===== src/include/dsw_pkg.sv =====
// Purpose: Shared constants and types of the dual switch control logic.
// Assumes: Core clock of 250 MHz; SPI words of 16 bits, most significant bit first.
// Notes: Timing figures are kept in ns; cycle counts are derived from them.
`default_nettype none

package dsw_pkg;

	// ----------------------------------------------------------------
	// Clock and timing
	// ----------------------------------------------------------------
	localparam int CLK_PERIOD_NS = 4;
	localparam int IN_FILTER_NS = 20000;
	localparam int IN_FILTER_CYC = (IN_FILTER_NS + CLK_PERIOD_NS - 1) / CLK_PERIOD_NS;
	localparam int WD_TIMEOUT_NS = 100000;
	localparam int WD_TIMEOUT_CYC = WD_TIMEOUT_NS / CLK_PERIOD_NS;
	localparam int CLKMON_NS = 2000;
	localparam int CLKMON_CYC = CLKMON_NS / CLK_PERIOD_NS;
	localparam int SENSE_SETTLE_NS = 1000;
	localparam int SENSE_SETTLE_CYC = (SENSE_SETTLE_NS + CLK_PERIOD_NS - 1) / CLK_PERIOD_NS;

	// ----------------------------------------------------------------
	// SPI word layout
	// ----------------------------------------------------------------
	localparam int WORD_BITS = 16;
	localparam int WD_BIT = 15;
	localparam int ADDR_LSB = 9;
	localparam int ADDR_MSB = 12;
	localparam int DATA_BITS = 9;

	// ----------------------------------------------------------------
	// Register addresses (write) and read indices
	// ----------------------------------------------------------------
	localparam logic [3:0] ADDR_GCFG = 4'h0;
	localparam logic [3:0] ADDR_CH0CFG = 4'h1;
	localparam logic [3:0] ADDR_CH1CFG = 4'h2;
	localparam logic [2:0] RD_GSTAT = 3'h3;
	localparam logic [2:0] RD_FAULT0 = 3'h4;
	localparam logic [2:0] RD_FAULT1 = 3'h5;
	localparam logic [2:0] RD_DIAG0 = 3'h6;
	localparam logic [2:0] RD_DIAG1 = 3'h7;

	// ----------------------------------------------------------------
	// Field positions and reset values
	// ----------------------------------------------------------------
	localparam int GCFG_SENSE0 = 0;
	localparam int GCFG_SENSE1 = 1;
	localparam int GCFG_TRACK = 2;
	localparam int CH_PWM_EN = 0;
	localparam int CH_DUTY_LSB = 1;
	localparam int CH_DELAY_LSB = 5;
	localparam int GST_CLKFAIL = 0;
	localparam int GST_OV = 1;
	localparam int GST_UV = 2;
	localparam int GST_FAILSAFE = 3;
	localparam int GST_CH0_ON = 4;
	localparam int GST_CH1_ON = 5;
	localparam int FLT_OC = 0;
	localparam int FLT_OT = 1;
	localparam int FLT_SUPPLY = 2;
	localparam int FLT_SEVERE = 3;
	localparam int DG_OPEN_LOAD_ON = 0;
	localparam int DG_OPEN_LOAD_OFF = 1;
	localparam logic [8:0] GCFG_RESET = 9'h000;
	localparam logic [8:0] CHCFG_RESET = 9'h000;

	typedef enum logic [1:0] {
		MODE_SLEEP = 2'b00,
		MODE_NORMAL = 2'b01,
		MODE_FAILSAFE = 2'b10
	} dsw_mode_t;

endpackage

`default_nettype wire


===== src/hw/dsw_ctrl.sv =====
// Purpose: Control logic of a dual high-side switch: modes, watchdog, SPI slave, faults, PWM.
// Assumes: All pins except the fault, window and supply inputs come from outside the MCLK domain.
// Notes: Fault, window and supply inputs are taken as already synchronous to MCLK.
`default_nettype none

// Function
// - Normal mode: channel with PWM disabled follows its direct input, low off, high on.
// - In sleep, a rising edge on either direct input wakes the device.
// - Load select low picks bulb profile, high picks motor; open pin reads high.
// - Open-drain fault flag pulled low while any listed fault is present.
// - Each fault sets its own status bit; reading that register clears it.
// - Loss of the external PWM clock raises a clock-fail fault while a channel has PWM enabled.
// - Internal PWM sets on-time and turn-on delay of PWM channels.
// - All SPI registers stay at reset value while reset pin is low.
// - Reset low: sleep a filter delay after last direct input falls.
// - Stay asleep while reset pin and both direct inputs are low.
// - Rising reset pin wakes device and starts the SPI watchdog.
// - Watchdog checks the first bit of every SPI word, any register.
// - Toggle bit unchanged within timeout: enter fail-safe; master must alternate it.
// - SPI shifting accepted only while chip select is low.
// - Chip select rising copies input shift word into addressed register.
// - Chip select falling loads output shift register from one of eight registers.
// - Serial output driven only while chip select low, else high impedance.
// - Sense-ready pulled low when sense valid, released at channel turn-off.
// - Current-sense output tri-stated when both sense select bits are clear.
// - Sense output off during overcurrent window, fail-safe, or missing logic supply.
// - Track-and-hold keeps presenting the pre-turn-off current during switch-off.
// - Frames are 16 bits, MSB first, address in bits 12 to 9.
// - Serial input sampled on falling serial clock edges.
// - Serial output updated on rising serial clock edges.
// - Serial clock and input ignored while chip select is high.
module dsw_ctrl #(
	parameter int IN_FILTER_CYC = dsw_pkg::IN_FILTER_CYC,
	parameter int WD_TIMEOUT_CYC = dsw_pkg::WD_TIMEOUT_CYC
) (
	input wire logic MCLK,
	input wire logic RST_B,
	input wire logic RESET_N_WAKE,
	input wire logic [1:0] DIRECT_IN,
	input wire logic [1:0] LOAD_PROFILE_SEL,
	input wire logic PWM_CLOCK,
	input wire logic SCLK,
	input wire logic SI,
	input wire logic CHIP_SELECT_N,
	input wire logic [1:0] OVERCURRENT_FAULT,
	input wire logic [1:0] OVERTEMP_FAULT,
	input wire logic [1:0] SUPPLY_SHORT_FAULT,
	input wire logic [1:0] SEVERE_SHORT_FAULT,
	input wire logic [1:0] OPEN_LOAD_ON,
	input wire logic [1:0] OPEN_LOAD_OFF,
	input wire logic OVERVOLTAGE_FAULT,
	input wire logic UNDERVOLTAGE_FAULT,
	input wire logic VDD_OK,
	input wire logic [1:0] OC_WINDOW,
	output logic [1:0] CH_ON,
	output logic [1:0] PROFILE_MOTOR,
	output logic [1:0] MODE,
	output logic SO_O,
	output logic SO_OE,
	output logic FAULT_FLAG_N_O,
	output logic FAULT_FLAG_N_OE,
	output logic SENSE_READY_N_O,
	output logic SENSE_READY_N_OE,
	output logic CURRENT_SENSE_OE,
	output logic [1:0] CURRENT_SENSE_SEL,
	output logic SENSE_HOLD
);

	// ----------------------------------------------------------------
	// Types and helpers
	// ----------------------------------------------------------------
	typedef struct packed {
		logic rs1, rs2, rst_d;
		logic [1:0] in_s1, in_s2, in_d;
		logic cs_s1, cs_s2, cs_d;
		logic sck_s1, sck_s2, sck_d;
		logic si_s1, si_s2;
		logic pck_s1, pck_s2, pck_d;
		logic [1:0] prof_s1, prof_s2;
		dsw_pkg::dsw_mode_t mode;
		logic [12:0] filt_cnt;
		logic [14:0] wd_cnt;
		logic wd_last, wd_any;
		logic [8:0] gcfg, ch0cfg, ch1cfg;
		logic [8:0] gstat, fault0, fault1, diag0, diag1;
		logic [2:0] rd_sel;
		logic [15:0] si_shift, so_shift;
		logic [4:0] bit_cnt;
		logic so_en;
		logic [9:0] clk_cnt;
		logic [3:0] phase;
		logic [1:0] ch_on;
		logic [9:0] sense_cnt;
		logic sync_low, hold_valid, hold, fflag;
	} dsw_state_t;

	function automatic logic [8:0] sticky(input logic [8:0] old, input logic [8:0] set,
		input logic clr);
		sticky = set | (clr ? 9'h000 : old);
	endfunction

	function automatic logic pwm_on(input logic [3:0] phase, input logic [8:0] cfg);
		logic [3:0] duty;
		logic [3:0] dly;
		logic [3:0] rel;
		duty = cfg[dsw_pkg::CH_DUTY_LSB +: 4];
		dly = cfg[dsw_pkg::CH_DELAY_LSB +: 4];
		rel = phase - dly;
		pwm_on = (phase >= dly) && (rel < duty);
	endfunction

	logic rst_m, rst_n;
	dsw_state_t st, next_st;

	// ----------------------------------------------------------------
	// Reset release
	// ----------------------------------------------------------------
	always_ff @(posedge MCLK or negedge RST_B)
	begin
		if (!RST_B)
		begin
			rst_m <= 1'b0;
			rst_n <= 1'b0;
		end
		else
		begin
			rst_m <= 1'b1;
			rst_n <= rst_m;
		end
	end

	// ----------------------------------------------------------------
	// Next state
	// ----------------------------------------------------------------
	logic cs_fall, cs_rise, sck_rise, sck_fall, pck_edge, rst_rise, in_rise, any_fault;
	logic [8:0] live_g, live_f0, live_f1, live_d0, live_d1, rd_data;
	logic [1:0] pwm_q, sel_on;
	logic [3:0] waddr;

	always_comb
	begin
		next_st = st;
		next_st.rs1 = RESET_N_WAKE;
		next_st.rs2 = st.rs1;
		next_st.rst_d = st.rs2;
		next_st.in_s1 = DIRECT_IN;
		next_st.in_s2 = st.in_s1;
		next_st.in_d = st.in_s2;
		next_st.cs_s1 = CHIP_SELECT_N;
		next_st.cs_s2 = st.cs_s1;
		next_st.cs_d = st.cs_s2;
		next_st.sck_s1 = SCLK;
		next_st.sck_s2 = st.sck_s1;
		next_st.sck_d = st.sck_s2;
		next_st.si_s1 = SI;
		next_st.si_s2 = st.si_s1;
		next_st.pck_s1 = PWM_CLOCK;
		next_st.pck_s2 = st.pck_s1;
		next_st.pck_d = st.pck_s2;
		next_st.prof_s1 = LOAD_PROFILE_SEL;
		next_st.prof_s2 = st.prof_s1;

		cs_fall = st.cs_d & ~st.cs_s2;
		cs_rise = ~st.cs_d & st.cs_s2;
		sck_rise = ~st.cs_s2 & ~st.sck_d & st.sck_s2;
		sck_fall = ~st.cs_s2 & st.sck_d & ~st.sck_s2;
		pck_edge = st.pck_d ^ st.pck_s2;
		rst_rise = st.rs2 & ~st.rst_d;
		in_rise = |(st.in_s2 & ~st.in_d);
		waddr = st.si_shift[dsw_pkg::ADDR_MSB:dsw_pkg::ADDR_LSB];

		// A dead PWM clock only matters while a channel depends on it.
		next_st.clk_cnt = pck_edge ? 10'h000 :
			(st.clk_cnt == 10'(dsw_pkg::CLKMON_CYC) ? st.clk_cnt : st.clk_cnt + 10'h001);
		next_st.phase = (pck_edge && st.pck_s2) ? st.phase + 4'h1 : st.phase;

		// Live fault vectors, one bit per fault type.
		live_g = '0;
		live_g[dsw_pkg::GST_CLKFAIL] = (st.clk_cnt == 10'(dsw_pkg::CLKMON_CYC)) &&
			(st.ch0cfg[dsw_pkg::CH_PWM_EN] || st.ch1cfg[dsw_pkg::CH_PWM_EN]);
		live_g[dsw_pkg::GST_OV] = OVERVOLTAGE_FAULT;
		live_g[dsw_pkg::GST_UV] = UNDERVOLTAGE_FAULT;
		live_f0 = {5'h00, SEVERE_SHORT_FAULT[0], SUPPLY_SHORT_FAULT[0], OVERTEMP_FAULT[0],
			OVERCURRENT_FAULT[0]};
		live_f1 = {5'h00, SEVERE_SHORT_FAULT[1], SUPPLY_SHORT_FAULT[1], OVERTEMP_FAULT[1],
			OVERCURRENT_FAULT[1]};
		live_d0 = {7'h00, OPEN_LOAD_OFF[0], OPEN_LOAD_ON[0]};
		live_d1 = {7'h00, OPEN_LOAD_OFF[1], OPEN_LOAD_ON[1]};
		any_fault = |{live_g, live_f0, live_f1, live_d0, live_d1};
		next_st.fflag = any_fault;

		// Operating mode.
		if (st.mode != dsw_pkg::MODE_SLEEP && !st.rs2 && st.in_s2 == 2'b00)
			next_st.filt_cnt = st.filt_cnt + 13'h0001;
		else
			next_st.filt_cnt = '0;
		case (st.mode)
			dsw_pkg::MODE_SLEEP:
			begin
				if (rst_rise || in_rise)
					next_st.mode = dsw_pkg::MODE_NORMAL;
			end
			dsw_pkg::MODE_NORMAL:
			begin
				if (st.filt_cnt == 13'(IN_FILTER_CYC - 1))
					next_st.mode = dsw_pkg::MODE_SLEEP;
				else if (st.rs2 && st.wd_cnt == 15'(WD_TIMEOUT_CYC - 1))
					next_st.mode = dsw_pkg::MODE_FAILSAFE;
			end
			dsw_pkg::MODE_FAILSAFE:
			begin
				if (st.filt_cnt == 13'(IN_FILTER_CYC - 1))
					next_st.mode = dsw_pkg::MODE_SLEEP;
				else if (rst_rise)
					next_st.mode = dsw_pkg::MODE_NORMAL;
			end
			default:
			begin
				next_st.mode = dsw_pkg::MODE_SLEEP;
			end
		endcase

		// Read mux over the eight readable registers.
		if (st.rd_sel == 3'(dsw_pkg::ADDR_GCFG))
			rd_data = st.gcfg;
		else if (st.rd_sel == 3'(dsw_pkg::ADDR_CH0CFG))
			rd_data = st.ch0cfg;
		else if (st.rd_sel == 3'(dsw_pkg::ADDR_CH1CFG))
			rd_data = st.ch1cfg;
		else if (st.rd_sel == dsw_pkg::RD_GSTAT)
			rd_data = st.gstat;
		else if (st.rd_sel == dsw_pkg::RD_FAULT0)
			rd_data = st.fault0;
		else if (st.rd_sel == dsw_pkg::RD_FAULT1)
			rd_data = st.fault1;
		else if (st.rd_sel == dsw_pkg::RD_DIAG0)
			rd_data = st.diag0;
		else
			rd_data = st.diag1;

		// SPI shifting.
		next_st.so_en = ~st.cs_s2 && st.mode != dsw_pkg::MODE_SLEEP && VDD_OK;
		if (cs_fall)
		begin
			next_st.so_shift = {4'h0, st.rd_sel, rd_data};
			next_st.bit_cnt = '0;
		end
		else
		begin
			if (sck_fall)
			begin
				next_st.si_shift = {st.si_shift[14:0], st.si_s2};
				next_st.bit_cnt = (st.bit_cnt == 5'h1f) ? st.bit_cnt : st.bit_cnt + 5'h01;
			end
			// The first rising edge precedes any sample, so the MSB must stay put.
			if (sck_rise && st.bit_cnt != 5'h00)
				next_st.so_shift = {st.so_shift[14:0], 1'b0};
		end

		// Watchdog runs only in normal mode and while the reset pin is high.
		if (rst_rise || st.mode != dsw_pkg::MODE_NORMAL || !st.rs2)
		begin
			next_st.wd_cnt = '0;
			if (rst_rise)
				next_st.wd_any = 1'b0;
		end
		else if (st.wd_cnt != 15'(WD_TIMEOUT_CYC - 1))
			next_st.wd_cnt = st.wd_cnt + 15'h0001;

		if (cs_rise && st.bit_cnt == 5'(dsw_pkg::WORD_BITS))
		begin
			next_st.rd_sel = waddr[2:0];
			if (!st.wd_any || st.si_shift[dsw_pkg::WD_BIT] != st.wd_last)
			begin
				next_st.wd_cnt = '0;
				next_st.wd_any = 1'b1;
			end
			next_st.wd_last = st.si_shift[dsw_pkg::WD_BIT];
			if (waddr == dsw_pkg::ADDR_GCFG)
				next_st.gcfg = st.si_shift[dsw_pkg::DATA_BITS-1:0];
			else if (waddr == dsw_pkg::ADDR_CH0CFG)
				next_st.ch0cfg = st.si_shift[dsw_pkg::DATA_BITS-1:0];
			else if (waddr == dsw_pkg::ADDR_CH1CFG)
				next_st.ch1cfg = st.si_shift[dsw_pkg::DATA_BITS-1:0];
		end

		// Status bits: hardware set beats a read clear in the same cycle.
		next_st.gstat = sticky(st.gstat, live_g, cs_fall && st.rd_sel == dsw_pkg::RD_GSTAT);
		next_st.gstat[dsw_pkg::GST_FAILSAFE] = (st.mode == dsw_pkg::MODE_FAILSAFE);
		next_st.gstat[dsw_pkg::GST_CH0_ON] = st.ch_on[0];
		next_st.gstat[dsw_pkg::GST_CH1_ON] = st.ch_on[1];
		next_st.fault0 = sticky(st.fault0, live_f0, cs_fall && st.rd_sel == dsw_pkg::RD_FAULT0);
		next_st.fault1 = sticky(st.fault1, live_f1, cs_fall && st.rd_sel == dsw_pkg::RD_FAULT1);
		next_st.diag0 = sticky(st.diag0, live_d0, cs_fall && st.rd_sel == dsw_pkg::RD_DIAG0);
		next_st.diag1 = sticky(st.diag1, live_d1, cs_fall && st.rd_sel == dsw_pkg::RD_DIAG1);

		// The register file is frozen at reset while the reset pin is low.
		if (!st.rs2 || st.mode == dsw_pkg::MODE_SLEEP)
		begin
			next_st.gcfg = dsw_pkg::GCFG_RESET;
			next_st.ch0cfg = dsw_pkg::CHCFG_RESET;
			next_st.ch1cfg = dsw_pkg::CHCFG_RESET;
			next_st.gstat = '0;
			next_st.fault0 = '0;
			next_st.fault1 = '0;
			next_st.diag0 = '0;
			next_st.diag1 = '0;
			next_st.rd_sel = '0;
		end

		// Channel drive.
		pwm_q[0] = st.ch0cfg[dsw_pkg::CH_PWM_EN] ? pwm_on(st.phase, st.ch0cfg) : st.in_s2[0];
		pwm_q[1] = st.ch1cfg[dsw_pkg::CH_PWM_EN] ? pwm_on(st.phase, st.ch1cfg) : st.in_s2[1];
		if (st.mode == dsw_pkg::MODE_NORMAL)
			next_st.ch_on = pwm_q;
		else if (st.mode == dsw_pkg::MODE_FAILSAFE)
			next_st.ch_on = st.in_s2;
		else
			next_st.ch_on = 2'b00;

		// Sense readiness follows the selected channel.
		sel_on[0] = st.gcfg[dsw_pkg::GCFG_SENSE0] && !st.gcfg[dsw_pkg::GCFG_SENSE1] && st.ch_on[0];
		sel_on[1] = st.gcfg[dsw_pkg::GCFG_SENSE1] && !st.gcfg[dsw_pkg::GCFG_SENSE0] && st.ch_on[1];
		if (sel_on == 2'b00)
		begin
			next_st.sense_cnt = '0;
			next_st.sync_low = 1'b0;
		end
		else if (st.sense_cnt == 10'(dsw_pkg::SENSE_SETTLE_CYC))
			next_st.sync_low = 1'b1;
		else
			next_st.sense_cnt = st.sense_cnt + 10'h001;
		if (st.sync_low)
			next_st.hold_valid = 1'b1;
		else if (sel_on != 2'b00 || st.gcfg[1:0] == 2'b00)
			next_st.hold_valid = 1'b0;
		next_st.hold = st.gcfg[dsw_pkg::GCFG_TRACK] && st.hold_valid && !st.sync_low;
	end

	// ----------------------------------------------------------------
	// State register
	// ----------------------------------------------------------------
	always_ff @(posedge MCLK or negedge rst_n)
	begin
		if (!rst_n)
		begin
			st <= '0;
			st.cs_s1 <= 1'b1;
			st.cs_s2 <= 1'b1;
			st.cs_d <= 1'b1;
			st.prof_s1 <= 2'b11;
			st.prof_s2 <= 2'b11;
			st.mode <= dsw_pkg::MODE_SLEEP;
		end
		else
			st <= next_st;
	end

	// ----------------------------------------------------------------
	// Outputs
	// ----------------------------------------------------------------
	assign CH_ON = st.ch_on;
	assign PROFILE_MOTOR = st.prof_s2;
	assign MODE = st.mode;
	assign SO_O = st.so_shift[15];
	assign SO_OE = st.so_en;
	assign FAULT_FLAG_N_O = 1'b0;
	assign FAULT_FLAG_N_OE = st.fflag;
	assign SENSE_READY_N_O = 1'b0;
	assign SENSE_READY_N_OE = st.sync_low;
	assign CURRENT_SENSE_SEL = st.gcfg[1:0];
	assign CURRENT_SENSE_OE = (st.gcfg[1:0] != 2'b00) &&
		st.mode == dsw_pkg::MODE_NORMAL && VDD_OK && (OC_WINDOW == 2'b00);
	assign SENSE_HOLD = st.hold;
endmodule

`default_nettype wire


===== config.mk =====
export PLATFORM = sky130hd
export DESIGN_NAME = dsw_ctrl
export DESIGN_NICKNAME = d
export VERILOG_FILES = /design/src/include/dsw_pkg.sv /design/src/hw/dsw_ctrl.sv
export SDC_FILE = /design/constraint.sdc
export NUM_CORES = 1
export LEC_CHECK = 0
export ABC_AREA = 1
export BUFFER_PORTS_ARGS = -buffer_cell sky130_fd_sc_hd__buf_4
export CORE_ASPECT_RATIO = 1.2
export CORE_MARGIN = 4
export CORE_UTILIZATION = 45
export DETAILED_ROUTE_END_ITERATION = 6
export PLACE_DENSITY = 0.69
export SETUP_SLACK_MARGIN = 0.2
export SKIP_CTS_REPAIR_TIMING = 1
export SLEW_MARGIN = 20
export SYNTH_ARGS = -nofsm -noshare
export SYNTH_HDL_FRONTEND = slang
export SYNTH_SLANG_ARGS = --single-unit

===== constraint.sdc =====
create_clock -name MCLK -period 12.7 [get_ports MCLK]
set_input_delay 2.54 -clock MCLK [delete_from_list [all_inputs] [get_ports MCLK]]
set_output_delay 2.54 -clock MCLK [all_outputs]
set_load 0.005 [all_outputs]

==> metrics <==
Pwr Density=between 100 and 150 nW/µm²; worst setup path endpoint=CURRENT_SENSE_OE; Die W=132 µm; Slew HR=38.3%; Root Buffer=clkbuf_16; Post-Route WL=16.7 mm; clk buf depth=2; CTS Sinks=174; Final GP Congestion=between 0.8 and 0.9; Yosys cell types=58; Overflow after GRT=0; Final Slew Violations=0; Hold Crit Class=flip-flop to asynchronous set/reset pin; synth top area cells=dfrtp_1 (51%), nand2_1 (6.7%), inv_1 (5.2%); GRT busiest layer=met2; crit-path max FO=2; Die Area=20,600 µm²; largest net degree at the start of global routing=75; drt wl/cell=14.2 µm; Num CTS Buffers=17; layout cells sized above 1=roughly 15%; Finished Cell Area=9280 µm²; initial antenna violation count=0; CTS tree=built; reg-to-reg slack, setup=10.28 ns; skew final=0.00929 ns; total negative slack=0 ns; synthesized area=a little over 8000 µm²; most common cell after layout, fill and taps aside=dfrtp_1; fmax=between 150 and 200 MHz; Initial DRC Count=~500; Worst path slowest cell=nor3_1; core region area=around 18,000 µm²; met2 Track Usage GR=between 20 and 30%; dpl hpwl=between 10 and 15 mm; Async S/R FF share, synth=100%; Antenna Cells=0; CP delay by family, top=buffers and inverters; Reg-to-Reg Start=st[16]$_DFFE_PN0P_; Std-Cell Rows=54; register area share after synthesis=52.9%; vias per inst=between 5 and 6; Critical Path AT=around 3.0 ns; met3 Track Usage GR=under 10%; Yosys reg bits=around 170; NumNets Final=993; Yosys top cell area share=50.7%; MaxCap Viol Count=0; Area Growth Syn to Fin=12.4%; outcome=finished clean; later-pin clock latency in the skew report=0.43 ns; CP required=between 10 and 15 ns; DRC=0; drt first pass iters=5; RSZ-0062 raised after global routing=false; first-pass GRT wire length=28.9 mm; # H-tree levels=4; Fin Hold WS=roughly 0.32 ns; commonest cells after routing, fill and taps aside=dfrtp_1 (166), nand2_1 (147), inv_1 (115), nor2_1 (64), nand3_1 (53); Critical Path End Type=output port; Final Critical Period=about 5.5 ns; CP Class=input port to output port; num ports=44; input/output buffers=between 40 and 50; most used cell, CP=buf_4; GRT Resource Usage Total=roughly 17%; Total Power=1.39 mW; number of global-route vias before repair=6,100; CP Cell Sequence=buf_4 -> nand3_1 -> nor3_1 -> buf_4; Synth Instances=897; post-detailed-route count of antenna-violating nets=0; buffer and inverter count on the worst path=2; Peak VDD IR=100 µV; Reg clk slew, reported paths=roughly 0.07 ns; final hold vios=0; crit-path max cell delay=0.14 ns; post-place instance area=8720 µm²; Yosys warnings=0; Pleak=4.21 nW; Worst-Margin Slew=slightly above 0.9 ns; Via Count=about 6,000; Crit. Startpoint=VDD_OK; Main synth FF type=dfrtp_1; leading area contributor after synthesis=dfrtp_1; Post-synth EDFFs=0; final core utilization=51.2%; Setup-failing EPs final=0; Synth Area per Inst=9.20 µm²; GR Util met1=21.7%; reg-to-reg endpoint=CH_ON[1]$_DFF_PN0_; die outline height=about 160 µm; Final Cycle Share=around 43%; reg2reg path depth=11; initial core utilization=45.6%; Critical Path Stages=4; Startpoint Class=input port
==> metrics by stage <==
| step | worst slack, ns | instances |
|---|---|---|
| 2_1_floorplan | 7.39 | 898 |
| 3_3_place_gp | 7.19 | 1143 |
| 3_5_place_dp | 7.19 | 1143 |
| 4_1_cts | 7.19 | 1175 |
| 5_1_grt | 7.11 | 1175 |
| 6_report | 7.19 | 1175 |
==> state kept, by name, summed over array words and instances (netlist names) <==
signal	count
rst_m	1
SO_OE	1
MODE	2
SENSE_HOLD	1
CH_ON	2
CURRENT_SENSE_SEL	2
PROFILE_MOTOR	2
rst_n	1
next_st	15
SENSE_READY_N_OE	1
st	144
SO_O	1
FAULT_FLAG_N_OE	1
==> synth_stat cells (all sizes together) (11+ instances only) <==
library cell and n:
dfrtp 167, o21ai 76, nand3 54, buf 21
mux2 12, nor2 73, nor3 32, ha 25
a21oi 53, inv 128, nand2 152, nand4 18
xor2 12, nor4 11
==> how the worst min path moves through the flow <==
| stage | to | cells past startpoint | startpoint | slack (ns) |
|---|---|---|---|---|
| detailed placement | next_st[190]$_DFF_PN0_ | 0 | next_st[192]$_DFF_PN0_ | 0.33 |
| global placement | st[182]$_DFF_PN0_ | 0 | next_st[182]$_DFF_PN0_ | 0.33 |
| CTS | next_st[192]$_DFF_PN0_ | 0 | rst_n$_DFF_PN0_ | 0.35 |
| floorplan | next_st[179]$_DFF_PN0_ | 0 | next_st[180]$_DFF_PN0_ | 0.33 |
| finish | st[190]$_DFF_PN0_ | 0 | rst_n$_DFF_PN0_ | 0.32 |
| global route | next_st[184]$_DFF_PN0_ | 0 | next_st[185]$_DFF_PN0_ | 0.35 |
==> report_power, final <==
part           switching [mW]  internal [mW]  leakage, nW
registers              0.0414          0.605         2.29
clock network           0.232          0.257        0.260
logic                   0.160         0.0964         1.65
total                   0.433          0.958         4.21
==> worst reg2reg max path: cells and delay by family (launching register included) <==
family,cells,cell delay (ns)
adder cells (fa/ha/maj),3,0.84
AO/OA/AOI/OAI,3,0.56
flip-flops,1,0.43
XOR/XNOR,1,0.19
buffers and inverters,2,0.17
AND/OR/NAND/NOR,2,0.12
==> cells by family after synthesis <==
kind of cell / count (synthesis) / share of synthesized area (%)
flops: 174 / 52.9
fa+ha+maj: 27 / 4.28
other cells: 2 / 0.0910
xor+xnor: 14 / 1.49
mux: 12 / 1.64
compound gates: 163 / 11.8
simple gates: 353 / 20.2
buf+inv: 152 / 7.69
==> area by class of cell <==
class	instances	area, µm²
fill	1669	8830
sequential	174	4370
multi-input combinational	572	3260
inverter	129	484
clock buffer	17	425
timing repair buffer	44	330
tap	224	280
clock inverter	15	131
==> metal layers <==
metal	up-vias	share of wire [%]
met4	0	2.7
met2	93	50
met3	26	2.8
li1	3056	-
met5	-	0
met1	2949	45
Note: power is estimated with default switching activity, not from simulation.
